[src/core/osd_pkg.sv]
// constants, codes and types shared by the posture and jolt detector
// Behaviour
// RQ1 - settled posture code: up, cw, inverted, ccw
// RQ2 - classify by signs of x-y and x+y
// RQ3 - drop sample when both magnitudes below 3/8g
// RQ4 - settle only after consecutive identical new posture
// RQ5 - settle period 160, 320, 640, 1280 ms
// RQ6 - instant posture follows every valid sample
// RQ7 - weak flag set invalid, cleared valid, each cycle
// RQ8 - jolt axis x for 01/11, y otherwise
// RQ9 - start jolt above threshold, keep its sign
// RQ10 - threshold 0.5, 1.0, 1.5, 2.0 g
// RQ11 - mode 0 opposite over threshold, 1 reversal
// RQ12 - second event inside 80..640 ms window
// RQ13 - jolt code none, left, right; never 11
// RQ14 - jolt direction from the event signs
// RQ15 - event pin high while event flag set
// RQ16 - event flag on posture change or jolt
// RQ17 - status read clears event flag and pin
// RQ18 - no new jolt until status read serviced
// RQ19 - host answers event pin by reading status
// RQ20 - power-off bit stops detection
// RQ21 - config byte layout power/mode/thr/window/settle
// RQ22 - status byte layout event/jolt/weak/inst/settled
// RQ23 - samples are 8-bit two's complement
// RQ24 - pointer loaded by first byte, auto-increments
// RQ25 - timing counted in fixed measurement cycles
// RQ26 - negative first event left, positive right
package osd_pkg;

  // ----------------------------------------------------------
  // clock and measurement cycle
  // ----------------------------------------------------------
  localparam int CLK_FREQ_MHZ = 200;
  localparam int MEAS_PERIOD_MS = 10;
  localparam int MEAS_CYCLES = MEAS_PERIOD_MS * 1000 * 1000 * CLK_FREQ_MHZ / 1000;

  // ----------------------------------------------------------
  // settle and window times, counted in measurement cycles
  // ----------------------------------------------------------
  localparam int SETTLE_MS_0 = 160;
  localparam int SETTLE_MS_1 = 320;
  localparam int SETTLE_MS_2 = 640;
  localparam int SETTLE_MS_3 = 1280;
  localparam int WINDOW_MS_0 = 80;
  localparam int WINDOW_MS_1 = 160;
  localparam int WINDOW_MS_2 = 320;
  localparam int WINDOW_MS_3 = 640;
  localparam logic [3:0][7:0] SETTLE_COUNTS = {
    8'(SETTLE_MS_3 / MEAS_PERIOD_MS), 8'(SETTLE_MS_2 / MEAS_PERIOD_MS),
    8'(SETTLE_MS_1 / MEAS_PERIOD_MS), 8'(SETTLE_MS_0 / MEAS_PERIOD_MS)};
  localparam logic [3:0][7:0] WINDOW_COUNTS = {
    8'(WINDOW_MS_3 / MEAS_PERIOD_MS), 8'(WINDOW_MS_2 / MEAS_PERIOD_MS),
    8'(WINDOW_MS_1 / MEAS_PERIOD_MS), 8'(WINDOW_MS_0 / MEAS_PERIOD_MS)};

  // ----------------------------------------------------------
  // acceleration scaling: 8-bit sample spans +-2 g
  // ----------------------------------------------------------
  localparam int COUNTS_PER_G = 64;
  localparam logic [7:0] WEAK_LIMIT = 8'(3 * COUNTS_PER_G / 8);
  localparam logic [3:0][7:0] JOLT_THR_COUNTS = {
    8'(4 * COUNTS_PER_G / 2), 8'(3 * COUNTS_PER_G / 2),
    8'(2 * COUNTS_PER_G / 2), 8'(1 * COUNTS_PER_G / 2)};

  // ----------------------------------------------------------
  // register offsets and reset values
  // ----------------------------------------------------------
  localparam logic [7:0] REG_XSAMPLE = 8'h00;
  localparam logic [7:0] REG_YSAMPLE = 8'h01;
  localparam logic [7:0] REG_STATUS = 8'h02;
  localparam logic [7:0] REG_CONFIG = 8'h04;
  localparam logic [7:0] CONFIG_RESET = 8'h00;
  localparam logic [7:0] POINTER_RESET = 8'h00;

  // ----------------------------------------------------------
  // field positions
  // ----------------------------------------------------------
  localparam int CFG_POWER_OFF = 7;
  localparam int CFG_JOLT_MODE = 6;
  localparam int CFG_JOLT_THR_LSB = 4;
  localparam int CFG_JOLT_WIN_LSB = 2;
  localparam int CFG_SETTLE_LSB = 0;

  // ----------------------------------------------------------
  // codes and types
  // ----------------------------------------------------------
  localparam logic [1:0] POSTURE_UP = 2'h0;
  localparam logic [1:0] POSTURE_CW = 2'h1;
  localparam logic [1:0] POSTURE_DOWN = 2'h2;
  localparam logic [1:0] POSTURE_CCW = 2'h3;
  localparam logic [1:0] JOLT_NONE = 2'h0;
  localparam logic [1:0] JOLT_LEFT = 2'h1;
  localparam logic [1:0] JOLT_RIGHT = 2'h2;

  typedef enum logic [2:0] {
    JOLT_IDLE = 3'h1,
    JOLT_ARMED = 3'h2,
    JOLT_HOLD = 3'h4
  } osd_jolt_state_t;

endpackage

[src/core/osd_posture_classify.sv]
// posture classifier for one latched x/y sample pair
module osd_posture_classify (
  input wire logic signed [7:0] accelX,
  input wire logic signed [7:0] accelY,
  output logic [1:0] postureCode,
  output logic postureValid
);

  // ----------------------------------------------------------
  // sign of difference and sum, widened so nothing wraps
  // ----------------------------------------------------------
  logic signed [8:0] diffXY;
  logic signed [8:0] sumXY;
  logic [7:0] magX;
  logic [7:0] magY;

  assign diffXY = 9'(accelX) - 9'(accelY);
  assign sumXY = 9'(accelX) + 9'(accelY);

  // quadrant from the two diagonal signs
  assign postureCode = !sumXY[8] && diffXY[8] ? osd_pkg::POSTURE_UP :  // RQ2
    !sumXY[8] ? osd_pkg::POSTURE_CW :
    !diffXY[8] ? osd_pkg::POSTURE_DOWN :
    osd_pkg::POSTURE_CCW;

  // -128 folds to 8'h80, which still compares correctly unsigned
  assign magX = accelX[7] ? ~accelX + 8'h01 : accelX;
  assign magY = accelY[7] ? ~accelY + 8'h01 : accelY;

  // free fall or flat: too little signal on both axes
  assign postureValid = (magX >= osd_pkg::WEAK_LIMIT) ||
    (magY >= osd_pkg::WEAK_LIMIT);  // RQ3

endmodule

[src/core/orientation_shake_detector.sv]
// posture and jolt detector with byte register port
module orientation_shake_detector #(
  parameter int unsigned MEAS_CYCLES = osd_pkg::MEAS_CYCLES
) (
  input wire logic ref_clk,
  input wire logic reset,
  input wire logic signed [7:0] accelX,
  input wire logic signed [7:0] accelY,
  input wire logic hostWrite,
  input wire logic hostWriteFirst,
  input wire logic [7:0] hostWriteData,
  input wire logic hostRead,
  output logic [7:0] hostReadData,
  output logic eventPin,
  output logic powerOff
);

  localparam int MW = $clog2(MEAS_CYCLES + 1);

  // ----------------------------------------------------------
  // declarations
  // ----------------------------------------------------------
  logic [MW-1:0] measCnt_reg;
  logic sampleTick;
  logic evalPulse_reg;
  logic signed [7:0] xLatch_reg;
  logic signed [7:0] yLatch_reg;
  logic [7:0] config_reg;
  logic [7:0] pointer_reg;
  logic [7:0] pointer_next;
  logic [7:0] readData_reg;
  logic [7:0] readMux;
  logic [7:0] statusByte;
  logic statusRead;
  logic configWrite;
  logic eventFlag_reg;
  logic eventFlag_next;
  logic setEvent;
  logic weakFlag_reg;
  logic [1:0] instant_reg;
  logic [1:0] settled_reg;
  logic [1:0] settled_next;
  logic [1:0] cand_reg;
  logic [1:0] cand_next;
  logic [7:0] settleCnt_reg;
  logic [7:0] settleCnt_next;
  logic [7:0] settleLimit;
  logic settleDone;
  logic [1:0] postureNow;
  logic postureValid;
  logic validEval;
  osd_pkg::osd_jolt_state_t joltState_reg;
  osd_pkg::osd_jolt_state_t joltState_next;
  logic [7:0] winCnt_reg;
  logic [7:0] winCnt_next;
  logic [7:0] winLimit;
  logic firstNeg_reg;
  logic firstNeg_next;
  logic [1:0] joltCode_reg;
  logic [1:0] joltCode_next;
  logic joltEvent;
  logic signed [7:0] perp;
  logic perpNeg;
  logic [7:0] perpMag;
  logic [7:0] joltThr;
  logic overThr;
  logic secondHit;
  logic joltMode;

  // ----------------------------------------------------------
  // configuration fields
  // ----------------------------------------------------------
  // field decode straight off the write-only byte
  assign joltMode = config_reg[osd_pkg::CFG_JOLT_MODE];  // RQ21
  assign settleLimit = osd_pkg::SETTLE_COUNTS[
    config_reg[osd_pkg::CFG_SETTLE_LSB +: 2]];  // RQ5
  assign winLimit = osd_pkg::WINDOW_COUNTS[
    config_reg[osd_pkg::CFG_JOLT_WIN_LSB +: 2]];  // RQ12
  assign joltThr = osd_pkg::JOLT_THR_COUNTS[
    config_reg[osd_pkg::CFG_JOLT_THR_LSB +: 2]];  // RQ10

  // ----------------------------------------------------------
  // measurement cycle timer
  // ----------------------------------------------------------
  // all settle and window timing is counted in these ticks;
  // the timer is held at zero while powered off so detection stops
  assign sampleTick = (measCnt_reg == MW'(MEAS_CYCLES - 1)) &&
    !config_reg[osd_pkg::CFG_POWER_OFF];  // RQ20

  always_ff @(posedge ref_clk or posedge reset) begin
    if (reset) begin
      measCnt_reg <= '0;
    end else if (config_reg[osd_pkg::CFG_POWER_OFF]) begin
      measCnt_reg <= '0;  // RQ20
    end else if (sampleTick) begin
      measCnt_reg <= '0;  // RQ25
    end else begin
      measCnt_reg <= measCnt_reg + 1'b1;
    end
  end

  // sample snapshot; evaluation runs one cycle later on it
  always_ff @(posedge ref_clk or posedge reset) begin
    if (reset) begin
      xLatch_reg <= 8'h00;
      yLatch_reg <= 8'h00;
      evalPulse_reg <= 1'b0;
    end else begin
      evalPulse_reg <= sampleTick;
      if (sampleTick) begin
        xLatch_reg <= accelX;  // RQ23
        yLatch_reg <= accelY;
      end
    end
  end

  // ----------------------------------------------------------
  // posture classification
  // ----------------------------------------------------------
  osd_posture_classify classify (
    .accelX(xLatch_reg),
    .accelY(yLatch_reg),
    .postureCode(postureNow),
    .postureValid(postureValid)
  );

  assign validEval = evalPulse_reg && postureValid;

  // ----------------------------------------------------------
  // posture settle filter
  // ----------------------------------------------------------
  // invalid samples are skipped, not counted as a break, so a
  // brief weak patch does not restart a nearly finished settle
  assign settleDone = ({1'b0, settleCnt_reg} + 9'h001) >= {1'b0, settleLimit};

  always_comb begin
    settled_next = settled_reg;
    cand_next = cand_reg;
    settleCnt_next = settleCnt_reg;
    if (validEval) begin
      if (postureNow == settled_reg) begin
        cand_next = settled_reg;
        settleCnt_next = 8'h00;
      end else if (postureNow == cand_reg) begin
        if (settleDone) begin
          settled_next = postureNow;  // RQ4
          settleCnt_next = 8'h00;
        end else begin
          settleCnt_next = settleCnt_reg + 8'h01;  // RQ4
        end
      end else begin
        cand_next = postureNow;  // RQ4
        settleCnt_next = 8'h01;
      end
    end
  end

  // instant posture follows every valid evaluation, weak flag every evaluation
  always_ff @(posedge ref_clk or posedge reset) begin
    if (reset) begin
      settled_reg <= osd_pkg::POSTURE_UP;
      cand_reg <= osd_pkg::POSTURE_UP;
      settleCnt_reg <= 8'h00;
      instant_reg <= osd_pkg::POSTURE_UP;
      weakFlag_reg <= 1'b0;
    end else begin
      settled_reg <= settled_next;  // RQ1
      cand_reg <= cand_next;
      settleCnt_reg <= settleCnt_next;
      if (validEval) begin
        instant_reg <= postureNow;  // RQ6
      end
      if (evalPulse_reg) begin
        weakFlag_reg <= !postureValid;  // RQ7
      end
    end
  end

  // ----------------------------------------------------------
  // jolt detection
  // ----------------------------------------------------------
  // the axis along the settled posture (the one it is classified on) carries the jolt
  assign perp = settled_reg[0] ? xLatch_reg : yLatch_reg;  // RQ8
  assign perpNeg = perp[7];
  assign perpMag = perpNeg ? ~perp + 8'h01 : perp;
  assign overThr = perpMag > joltThr;  // RQ9
  // mode 1 only needs the sign to flip; mode 0 also the threshold
  assign secondHit = (perpNeg != firstNeg_reg) && (joltMode || overThr);  // RQ11

  always_comb begin
    joltState_next = joltState_reg;
    winCnt_next = winCnt_reg;
    firstNeg_next = firstNeg_reg;
    joltCode_next = joltCode_reg;
    joltEvent = 1'b0;
    if (statusRead) begin
      joltCode_next = osd_pkg::JOLT_NONE;
    end
    unique case (joltState_reg)
      osd_pkg::JOLT_IDLE: begin
        if (evalPulse_reg && overThr) begin
          joltState_next = osd_pkg::JOLT_ARMED;  // RQ9
          firstNeg_next = perpNeg;  // RQ9
          winCnt_next = 8'h00;
        end
      end
      osd_pkg::JOLT_ARMED: begin
        if (config_reg[osd_pkg::CFG_POWER_OFF]) begin
          joltState_next = osd_pkg::JOLT_IDLE;  // RQ20
        end else if (evalPulse_reg && secondHit) begin
          joltState_next = osd_pkg::JOLT_HOLD;
          joltEvent = 1'b1;
          // negative lead reads as left; 11 is never formed
          joltCode_next = firstNeg_reg ? osd_pkg::JOLT_LEFT :
            osd_pkg::JOLT_RIGHT;  // RQ14 RQ26 RQ13
        end else if (evalPulse_reg) begin
          if (({1'b0, winCnt_reg} + 9'h001) >= {1'b0, winLimit}) begin
            joltState_next = osd_pkg::JOLT_IDLE;  // RQ12
          end else begin
            winCnt_next = winCnt_reg + 8'h01;  // RQ12
          end
        end
      end
      osd_pkg::JOLT_HOLD: begin
        // blocked until the host services the pending event
        if (statusRead) begin
          joltState_next = osd_pkg::JOLT_IDLE;  // RQ18
        end
      end
      default: begin
        joltState_next = osd_pkg::JOLT_IDLE;
      end
    endcase
  end

  always_ff @(posedge ref_clk or posedge reset) begin
    if (reset) begin
      joltState_reg <= osd_pkg::JOLT_IDLE;
      winCnt_reg <= 8'h00;
      firstNeg_reg <= 1'b0;
      joltCode_reg <= osd_pkg::JOLT_NONE;
    end else begin
      joltState_reg <= joltState_next;
      winCnt_reg <= winCnt_next;
      firstNeg_reg <= firstNeg_next;
      joltCode_reg <= joltCode_next;
    end
  end

  // ----------------------------------------------------------
  // event flag
  // ----------------------------------------------------------
  // a new event in the read cycle wins over the clear, so the
  // host never loses one between the read and the clear
  assign setEvent = joltEvent || (settled_next != settled_reg);  // RQ16
  assign eventFlag_next = setEvent ? 1'b1 :
    statusRead ? 1'b0 : eventFlag_reg;  // RQ17 RQ19

  always_ff @(posedge ref_clk or posedge reset) begin
    if (reset) begin
      eventFlag_reg <= 1'b0;
    end else begin
      eventFlag_reg <= eventFlag_next;
    end
  end

  // ----------------------------------------------------------
  // register port
  // ----------------------------------------------------------
  assign statusByte = {eventFlag_reg, joltCode_reg, weakFlag_reg,
    instant_reg, settled_reg};  // RQ22
  assign statusRead = hostRead && (pointer_reg == osd_pkg::REG_STATUS);  // RQ17
  assign configWrite = hostWrite && !hostWriteFirst &&
    (pointer_reg == osd_pkg::REG_CONFIG);  // RQ21

  // config is write-only and reads back as zero, like holes
  assign readMux = (pointer_reg == osd_pkg::REG_XSAMPLE) ? xLatch_reg :
    (pointer_reg == osd_pkg::REG_YSAMPLE) ? yLatch_reg :
    (pointer_reg == osd_pkg::REG_STATUS) ? statusByte : 8'h00;

  // first written byte loads the pointer, data bytes step it
  assign pointer_next = (hostWrite && hostWriteFirst) ? hostWriteData :
    (hostWrite || hostRead) ? pointer_reg + 8'h01 : pointer_reg;  // RQ24

  always_ff @(posedge ref_clk or posedge reset) begin
    if (reset) begin
      pointer_reg <= osd_pkg::POINTER_RESET;
      config_reg <= osd_pkg::CONFIG_RESET;
      readData_reg <= 8'h00;
    end else begin
      pointer_reg <= pointer_next;  // RQ24
      if (configWrite) begin
        config_reg <= hostWriteData;  // RQ21
      end
      if (hostRead) begin
        readData_reg <= readMux;
      end
    end
  end

  // ----------------------------------------------------------
  // outputs, each the q of a flop above
  // ----------------------------------------------------------
  assign hostReadData = readData_reg;
  assign eventPin = eventFlag_reg;  // RQ15
  assign powerOff = config_reg[osd_pkg::CFG_POWER_OFF];  // RQ20

endmodule

[config.mk]
export PLATFORM = sky130hd
export DESIGN_NAME = orientation_shake_detector
export DESIGN_NICKNAME = d
export VERILOG_FILES = /design/src/core/osd_pkg.sv /design/src/core/osd_posture_classify.sv /design/src/core/orientation_shake_detector.sv
export SDC_FILE = /design/constraint.sdc
export NUM_CORES = 1
export LEC_CHECK = 0
export BUFFER_PORTS_ARGS = -buffer_cell sky130_fd_sc_hd__buf_2
export CAP_MARGIN = 20
export CORE_MARGIN = 1
export CORE_UTILIZATION = 35
export CTS_CLUSTER_DIAMETER = 60
export DETAILED_ROUTE_END_ITERATION = 8
export MAX_ROUTING_LAYER = met4
export PLACE_DENSITY = 0.49
export SLEW_MARGIN = 20
export SYNTH_ARGS = -nofsm -noshare
export SYNTH_HDL_FRONTEND = slang
export SYNTH_SLANG_ARGS = --single-unit
[constraint.sdc]
create_clock -name ref_clk -period 4.35 [get_ports ref_clk]
set_clock_uncertainty 0.05 [all_clocks]
set_input_delay 0.6525 -clock ref_clk [delete_from_list [all_inputs] [get_ports ref_clk]]
set_output_delay 0.6525 -clock ref_clk [all_outputs]
set_load 0.02 [all_outputs]
# Word-level counts from Yosys, hierarchy flattened
# Cells that the tools add are included.
# op_classes
mux	52
n_bitwise	3
addsub	11
n_div	0
eq_ne	20
reduce_logical	26
multipliers	0
shift	0
n_lt_le_gt_ge	8
# ops
op	n
8-bit 2-to-1 mux	20
8-bit by 1-bit adder with 8-bit output (second input constant)	6
8-bit binary-select mux with 2-bit select	3
21-bit 2-to-1 mux	2
2-bit 2-to-1 mux	13
8-bit inverter	3
21-bit by 1-bit adder with 21-bit output (second input constant)	1
21-bit equality test (second input constant)	1
8-bit by 1-bit adder with 9-bit output (second input constant)	2
9-bit by 8-bit >= comparator with 1-bit output	2
3-bit 2-to-1 mux	6
8-bit by 5-bit >= comparator with 1-bit output (second input constant)	2
8-bit one-hot mux with 2 select lines	1
2-bit != test (second input constant)	7
1-bit logical AND	10
8-bit by 8-bit adder with 9-bit output	1
2-bit by 3-bit < comparator with 1-bit output (second input constant)	3
3-bit one-hot mux with 3 select lines	1
8-bit by 8-bit subtractor with 9-bit output	1
8-bit by 1-bit equality test with 1-bit output (second input constant)	1
8-bit by 2-bit equality test with 1-bit output (second input constant)	1
8-bit by 3-bit equality test with 1-bit output (second input constant)	1
8-bit greater-than comparator	1
8-bit zero test	1
14 further kinds	30
# word_totals
n_memories	0
inputBits	29
mem_bits_ro	0
word_cells	137
mem_bits_rw	0
reg_bits	92
latch_bits	0
out_inout_bits	10

# Logic depth before layout (Yosys ltp)
# depth
depth_word	13
depth_mapped	15
depth_no_buf	13

# By module
# Synthesis repeated with hierarchy kept, for this count alone.
# hier_totals
hier_cells	615
hier_area_um2	5714.2
# modules_own_cells
mod	area_per_inst_um2	seq_area_each_um2	n_inst	cells_per_inst
orientation_shake_detector	5191.2	2303.5	1	544
osd_posture_classify	523.0	0.0	1	71

# Least setup slack after synthesis
# Ideal clock, no wire load.
# synth_path
path_kind	reg-to-reg
startpoint	reg settled_reg[0]
endpoint	reg winCnt_reg[5]
required_ns	4.231
path_slack_ns	0.744
synth_period_minus_slack_ns	3.606
n_path_buf	3
stages_incl_launch_ff	16
setup_ns	0.069
t_arrival_ns	3.487
cell_sequence	dfrtp_1 > buf_6 > buf_2 > buf_1 > mux2i_1 > ha_1 > inv_1 > o31ai_1 > xor2_1 > ha_1 > nand4_1 > a2111oi_2 > and4_4 > o21ai_4 > or4b_1 > nand3_1
# synth_via
elab_chain_cells	10
elab_cells_between_ends	13
cone_classes	add/sub (1); order compare (1); eq/ne (3); mux (2); bitwise (1); reduce/logical (5)
# synth_rtl
item	line	rtl
start, declared	orientation_shake_detector.sv:41	logic [1:0] settled_reg;
start signal, assigned	orientation_shake_detector.sv:161	settled_reg <= osd_pkg::POSTURE_UP;
start signal, assigned	orientation_shake_detector.sv:167	settled_reg <= settled_next;
8-bit 2-to-1 mux *	orientation_shake_detector.sv:183	assign perp = settled_reg[0] ? xLatch_reg : yLatch_reg;
8-bit inverter	orientation_shake_detector.sv:185	assign perpMag = perpNeg ? ~perp + 8'h01 : perp;
8-bit by 1-bit adder with 8-bit output	orientation_shake_detector.sv:185	
8-bit 2-to-1 mux	orientation_shake_detector.sv:185	
8-bit greater-than comparator	orientation_shake_detector.sv:186	assign overThr = perpMag > joltThr;
1-bit logical OR	orientation_shake_detector.sv:188	assign secondHit = (perpNeg != firstNeg_reg) && (joltMode || overThr);
1-bit logical AND	orientation_shake_detector.sv:188	
1-bit logical AND	orientation_shake_detector.sv:210	end else if (evalPulse_reg && secondHit) begin
2-bit != test (no line)	n/a	
6-bit AND reduction (no line) *	n/a	
end signal, assigned	orientation_shake_detector.sv:244	winCnt_reg <= winCnt_next;
end, declared	orientation_shake_detector.sv:54	logic [7:0] winCnt_reg;
# Mark *: on every way between the ends. The rest lies on a longest branch, timed or not.
# A chain may end at the register's enable or synchronous reset.

# Worst setup path after layout
# layout_path
startpoint	reg settled_reg[0]
endpoint	reg winCnt_reg[0]
# Same word-level chain as after synthesis.

==> results.md <==
Status:
- The run finished with clean final reports.

Finish:
- The register with the most flip-flops in the layout has 21 of them.
- The final layout contains around 760 nets.
- The area growth from synthesis to layout is 10.93%.
- Of the cells placed in the final design, the portion with a size suffix greater than 1 is 0.1377.
- Counting the fill cells in the layout gives between 1,500 and 2,000.
- The sequential cell area is 2303 sq um.
- The repair_antennas step left the layout with diodes totalling 0.
- Summing all multi-input logic gate instances after layout gives 3395 sq um.

Floorplanning:
- The full die area is between 15,000 and 20,000 sq um.
- Pin placement for this block handled 39 I/O pins.
- The floorplan row count is 47.
- The floorplan step defined a core boundary enclosing 16,640 sq um.
- The vertical die dimension is about 130 microns.
- The horizontal die dimension is between 100 and 150 microns.
- The effective utilization at floorplan is 0.3605.

Synth:
- Counting flops with an async set or reset pin after synthesis yields a share of 1.000.
- The dominant register cell in the synthesized netlist is dfrtp_1.
- By area the synthesized netlist is led by dfrtp_1 (38%), ha_1 (8.1%), nor2_1 (4.8%).
- dfrtp_1 takes more of the synthesized area than any other cell.
- Counting every net in the synthesized netlist gives 734.
- By count the netlist is led by dfrtp_1 (91), nor2_1 (76), nand2_1 (59).
- The mean area per synthesized cell is between 9 and 10 sq um.
- In this run, distinct cell masters in the synthesized netlist total 73.
- Among all cell types in the netlist, the one instantiated most often is dfrtp_1.
- The synthesis warning total is 0.
- Of the synthesized area, sequential elements account for 0.3839.
- The share of the synthesized area in the top cell type is 0.3796.
- Synthesis inferred 92 register bits.
- In this run, synthesis inferred 0 flip-flops with an integrated enable.
- The mapped netlist covers 6000 sq um.
- The cell count after synthesis is 666.

STA:
- For this run, the top clock speed supported by timing is 279.5 MHz.
- The final-report hold violation count is 0.
- The final number of setup-violating endpoints is 0.
- The clock period could shrink to around 3.6 ns.
- Of the available clock period, the critical path in the final layout requires 0.8226.
- Setup repair after global routing left no endpoint under its margin.
- The final max-slew violation count is 0.
- The setup TNS is 0 ns.
- The headroom to the max-slew limit is 0.3572.
- The transition time at the pin with the least slew margin is 0.9642 ns.

Global routing:
- The aggregate global-route resource usage is 0.1864.
- The first global-routing pass estimated approximately 25 mm of wire.
- The leftover overflow at the end of global routing is 0.
- Entering global routing, the biggest net connects 61 pins.
- The via count of the first global-routing pass is between 4,000 and 5,000.
- The number of antenna violations at the first check in global routing came to 0.

Run:
- Across the run, the number of max-cap violations was 0.

Route:
- The number of vias per cell after detailed routing is ~5.3.
- For this run, the detailed router's first-pass iteration total came to 4.
- In this run, the number of DRC markers left after iteration 0 of detailed routing was roughly 310.
- Wires add up to 14.89 mm.
- Once detail routing completed, the nets flagged for antenna violations numbered 0.
- The wire length per cell is approximately 16 microns.
- After detailed routing, the number of remaining DRC violations is 0.
- For this block, the via count after detailed routing is slightly below 5,000.

Critical path:
- In this run the critical register-to-register path is captured at winCnt_reg[0].
- The worst register-to-register path has a setup slack of a little under 0.8 ns.
- STA puts the critical path data required time at 4.55 ns.
- The endpoint kind of the worst setup timing path is a flop.
- The cell at the slowest stage of the critical path is dfrtp_1.
- The startpoint of the worst-slack reg-to-reg timing path is settled_reg[0].
- At the worst endpoint, the arrival time is around 3.8 ns.
- The signal on the critical path passes through buf_4 -> mux2_2 -> o31ai_1 -> xor2_1 -> ha_1 -> nand4_1 -> a2111oi_2 -> and4_4 -> o21a_1 -> o21ai_1 -> mux2_2.
- In this run the worst path has a maximum fanout of 27.
- The cell that appears most often on the critical path is mux2_2.
- The launching element type of the critical path is a flop.
- The largest single stage delay on the critical path is between 0.4 and 0.5 ns.
- By startpoint and endpoint, the worst setup path is classified as flop to flop.
- The count of cells along the worst register-to-register path is 11.

Placement:
- The number of buffer cells added on primary ports is 38.
- The half-perimeter wire length of the detailed placement result is 10.92 mm.
- The final weighted congestion of routability-driven global placement is 0.8728.

Clock tree:
- Clock latency on the worst-skew pair, taken at its later pin, is between 0.3 and 0.4 ns.
- Once the clock tree was built, the resizer swapped 0 gates to a different size.
- Clock-pin slew was measured on the worst setup and hold paths at around 0.070 ns.
- The number of hold-repair buffers added at the cts stage is 0.
- In this run, CTS created clock tree buffers numbering 9.
- The H-tree depth is 3.
- TritonCTS built the clock tree.
- Counting along the longest clock path gives a buffer depth of 2.
- The count of buffers added by post-CTS timing repair for setup is 0.
- The clock tree root driver cell is clkbuf_16.
- The clock net in this run drives a total of slightly above 90 sinks.

Worst hold path:
- In this run the worst hold path is classified as primary input to async pin.

Power and ir drop:
- The leakage power is about 3.0 nW.
- After layout, the design draws a total of between 0.002 and 0.0025 W.
- The worst-case IR drop observed on VDD is between 150 and 200 uV.
- The power density over the cells is approximately 320 nW/um^2.
## where the power goes
part / internal (W) / switching (W)
Combinational: 0.000142 / 0.000213
Sequential: 0.000927 / 0.0000644
Clock: 0.000402 / 0.000359
Total: 0.00147 / 0.000636
## cell families after synthesis
kind of cell | after synthesis | synth area share
AOI/OAI and AO/OA | 149 | 0.1681
xor gates and xnor gates | 34 | 0.04964
adders and majority gates | 39 | 0.08134
buffers and inverters | 74 | 0.05026
DFF | 92 | 0.3839
muxes | 32 | 0.06027
and+or+nand+nor | 246 | 0.2065
## routing by layer
layer	share of wire	track usage	vias up
li1	-	-	2417
met5	0	-	-
met3	0.027	0.03410	13
met4	0.013	0.05683	0
met1	0.49	0.2407	2358
met2	0.47	0.2955	59
## worst max-delay path by stage
| stage | cells past startpoint | startpoint | endpoint | slack (ns) |
|---|---|---|---|---|
| final | 11 | settled_reg[0] | winCnt_reg[0] | 0.77 |
| after global routing | 11 | settled_reg[0] | winCnt_reg[0] | 0.59 |
| after CTS | 11 | settled_reg[0] | winCnt_reg[0] | 0.78 |
| after detailed placement | 11 | settled_reg[0] | winCnt_reg[0] | 0.81 |
| after global placement | 11 | settled_reg[0] | winCnt_reg[5] | 1.00 |
| after floorplan | 15 | settled_reg[0] | winCnt_reg[5] | 0.74 |
## critical path: cells and delay by family, from the launching register on
family                     cells  cell delay [ns]
DFF                            1             0.44
xor gates and xnor gates       1             0.14
adders and majority gates      1             0.33
AOI/OAI and AO/OA              4             1.03
muxes                          2             0.72
and+or+nand+nor                2             0.42
buffers and inverters          1             0.33
## per-stage QoR
step | utilization | setup slack, ns | area, sq um | hold WS, ns | std cells
CTS | 0.3999 | 0.7843 | 6655 | 0.3458 | 917
floorplan | - | 0.7444 | 6000 | 0.3982 | 666
global placement | 0.3833 | 1.005 | 6379 | 0.4285 | 902
finish | 0.3999 | 0.7718 | 6655 | 0.3329 | 917
global route | 0.3999 | 0.5855 | 6655 | 0.3779 | 917
detailed placement | 0.3833 | 0.8076 | 6379 | 0.4338 | 902
## placed cells by master, fill, tap and decap left out, types with 8 or more instances in the layout
cell type / n
o21ai_0: 19
ha_1: 39
xor2_1: 20
mux2i_1: 8
nor3_1: 11
o21ai_1: 9
clkbuf_16: 9
a31oi_1: 8
a21oi_1: 40
mux2_2: 20
nor2_1: 76
buf_2: 38
nand2_1: 59
nand3_1: 26
inv_1: 46
dfrtp_1: 91
o22ai_1: 12
and3_1: 17
xnor2_1: 14
## layout make-up
type / instances / area share
clock inverter: 5 / 0.005640
tap: 220 / 0.04136
multi-input combinational: 500 / 0.5101
inverter: 47 / 0.02670
sequential: 92 / 0.3461
clock buffer: 10 / 0.03591
timing repair buffer: 43 / 0.03422
No activity file was read; power rests on OpenSTA's default activity.
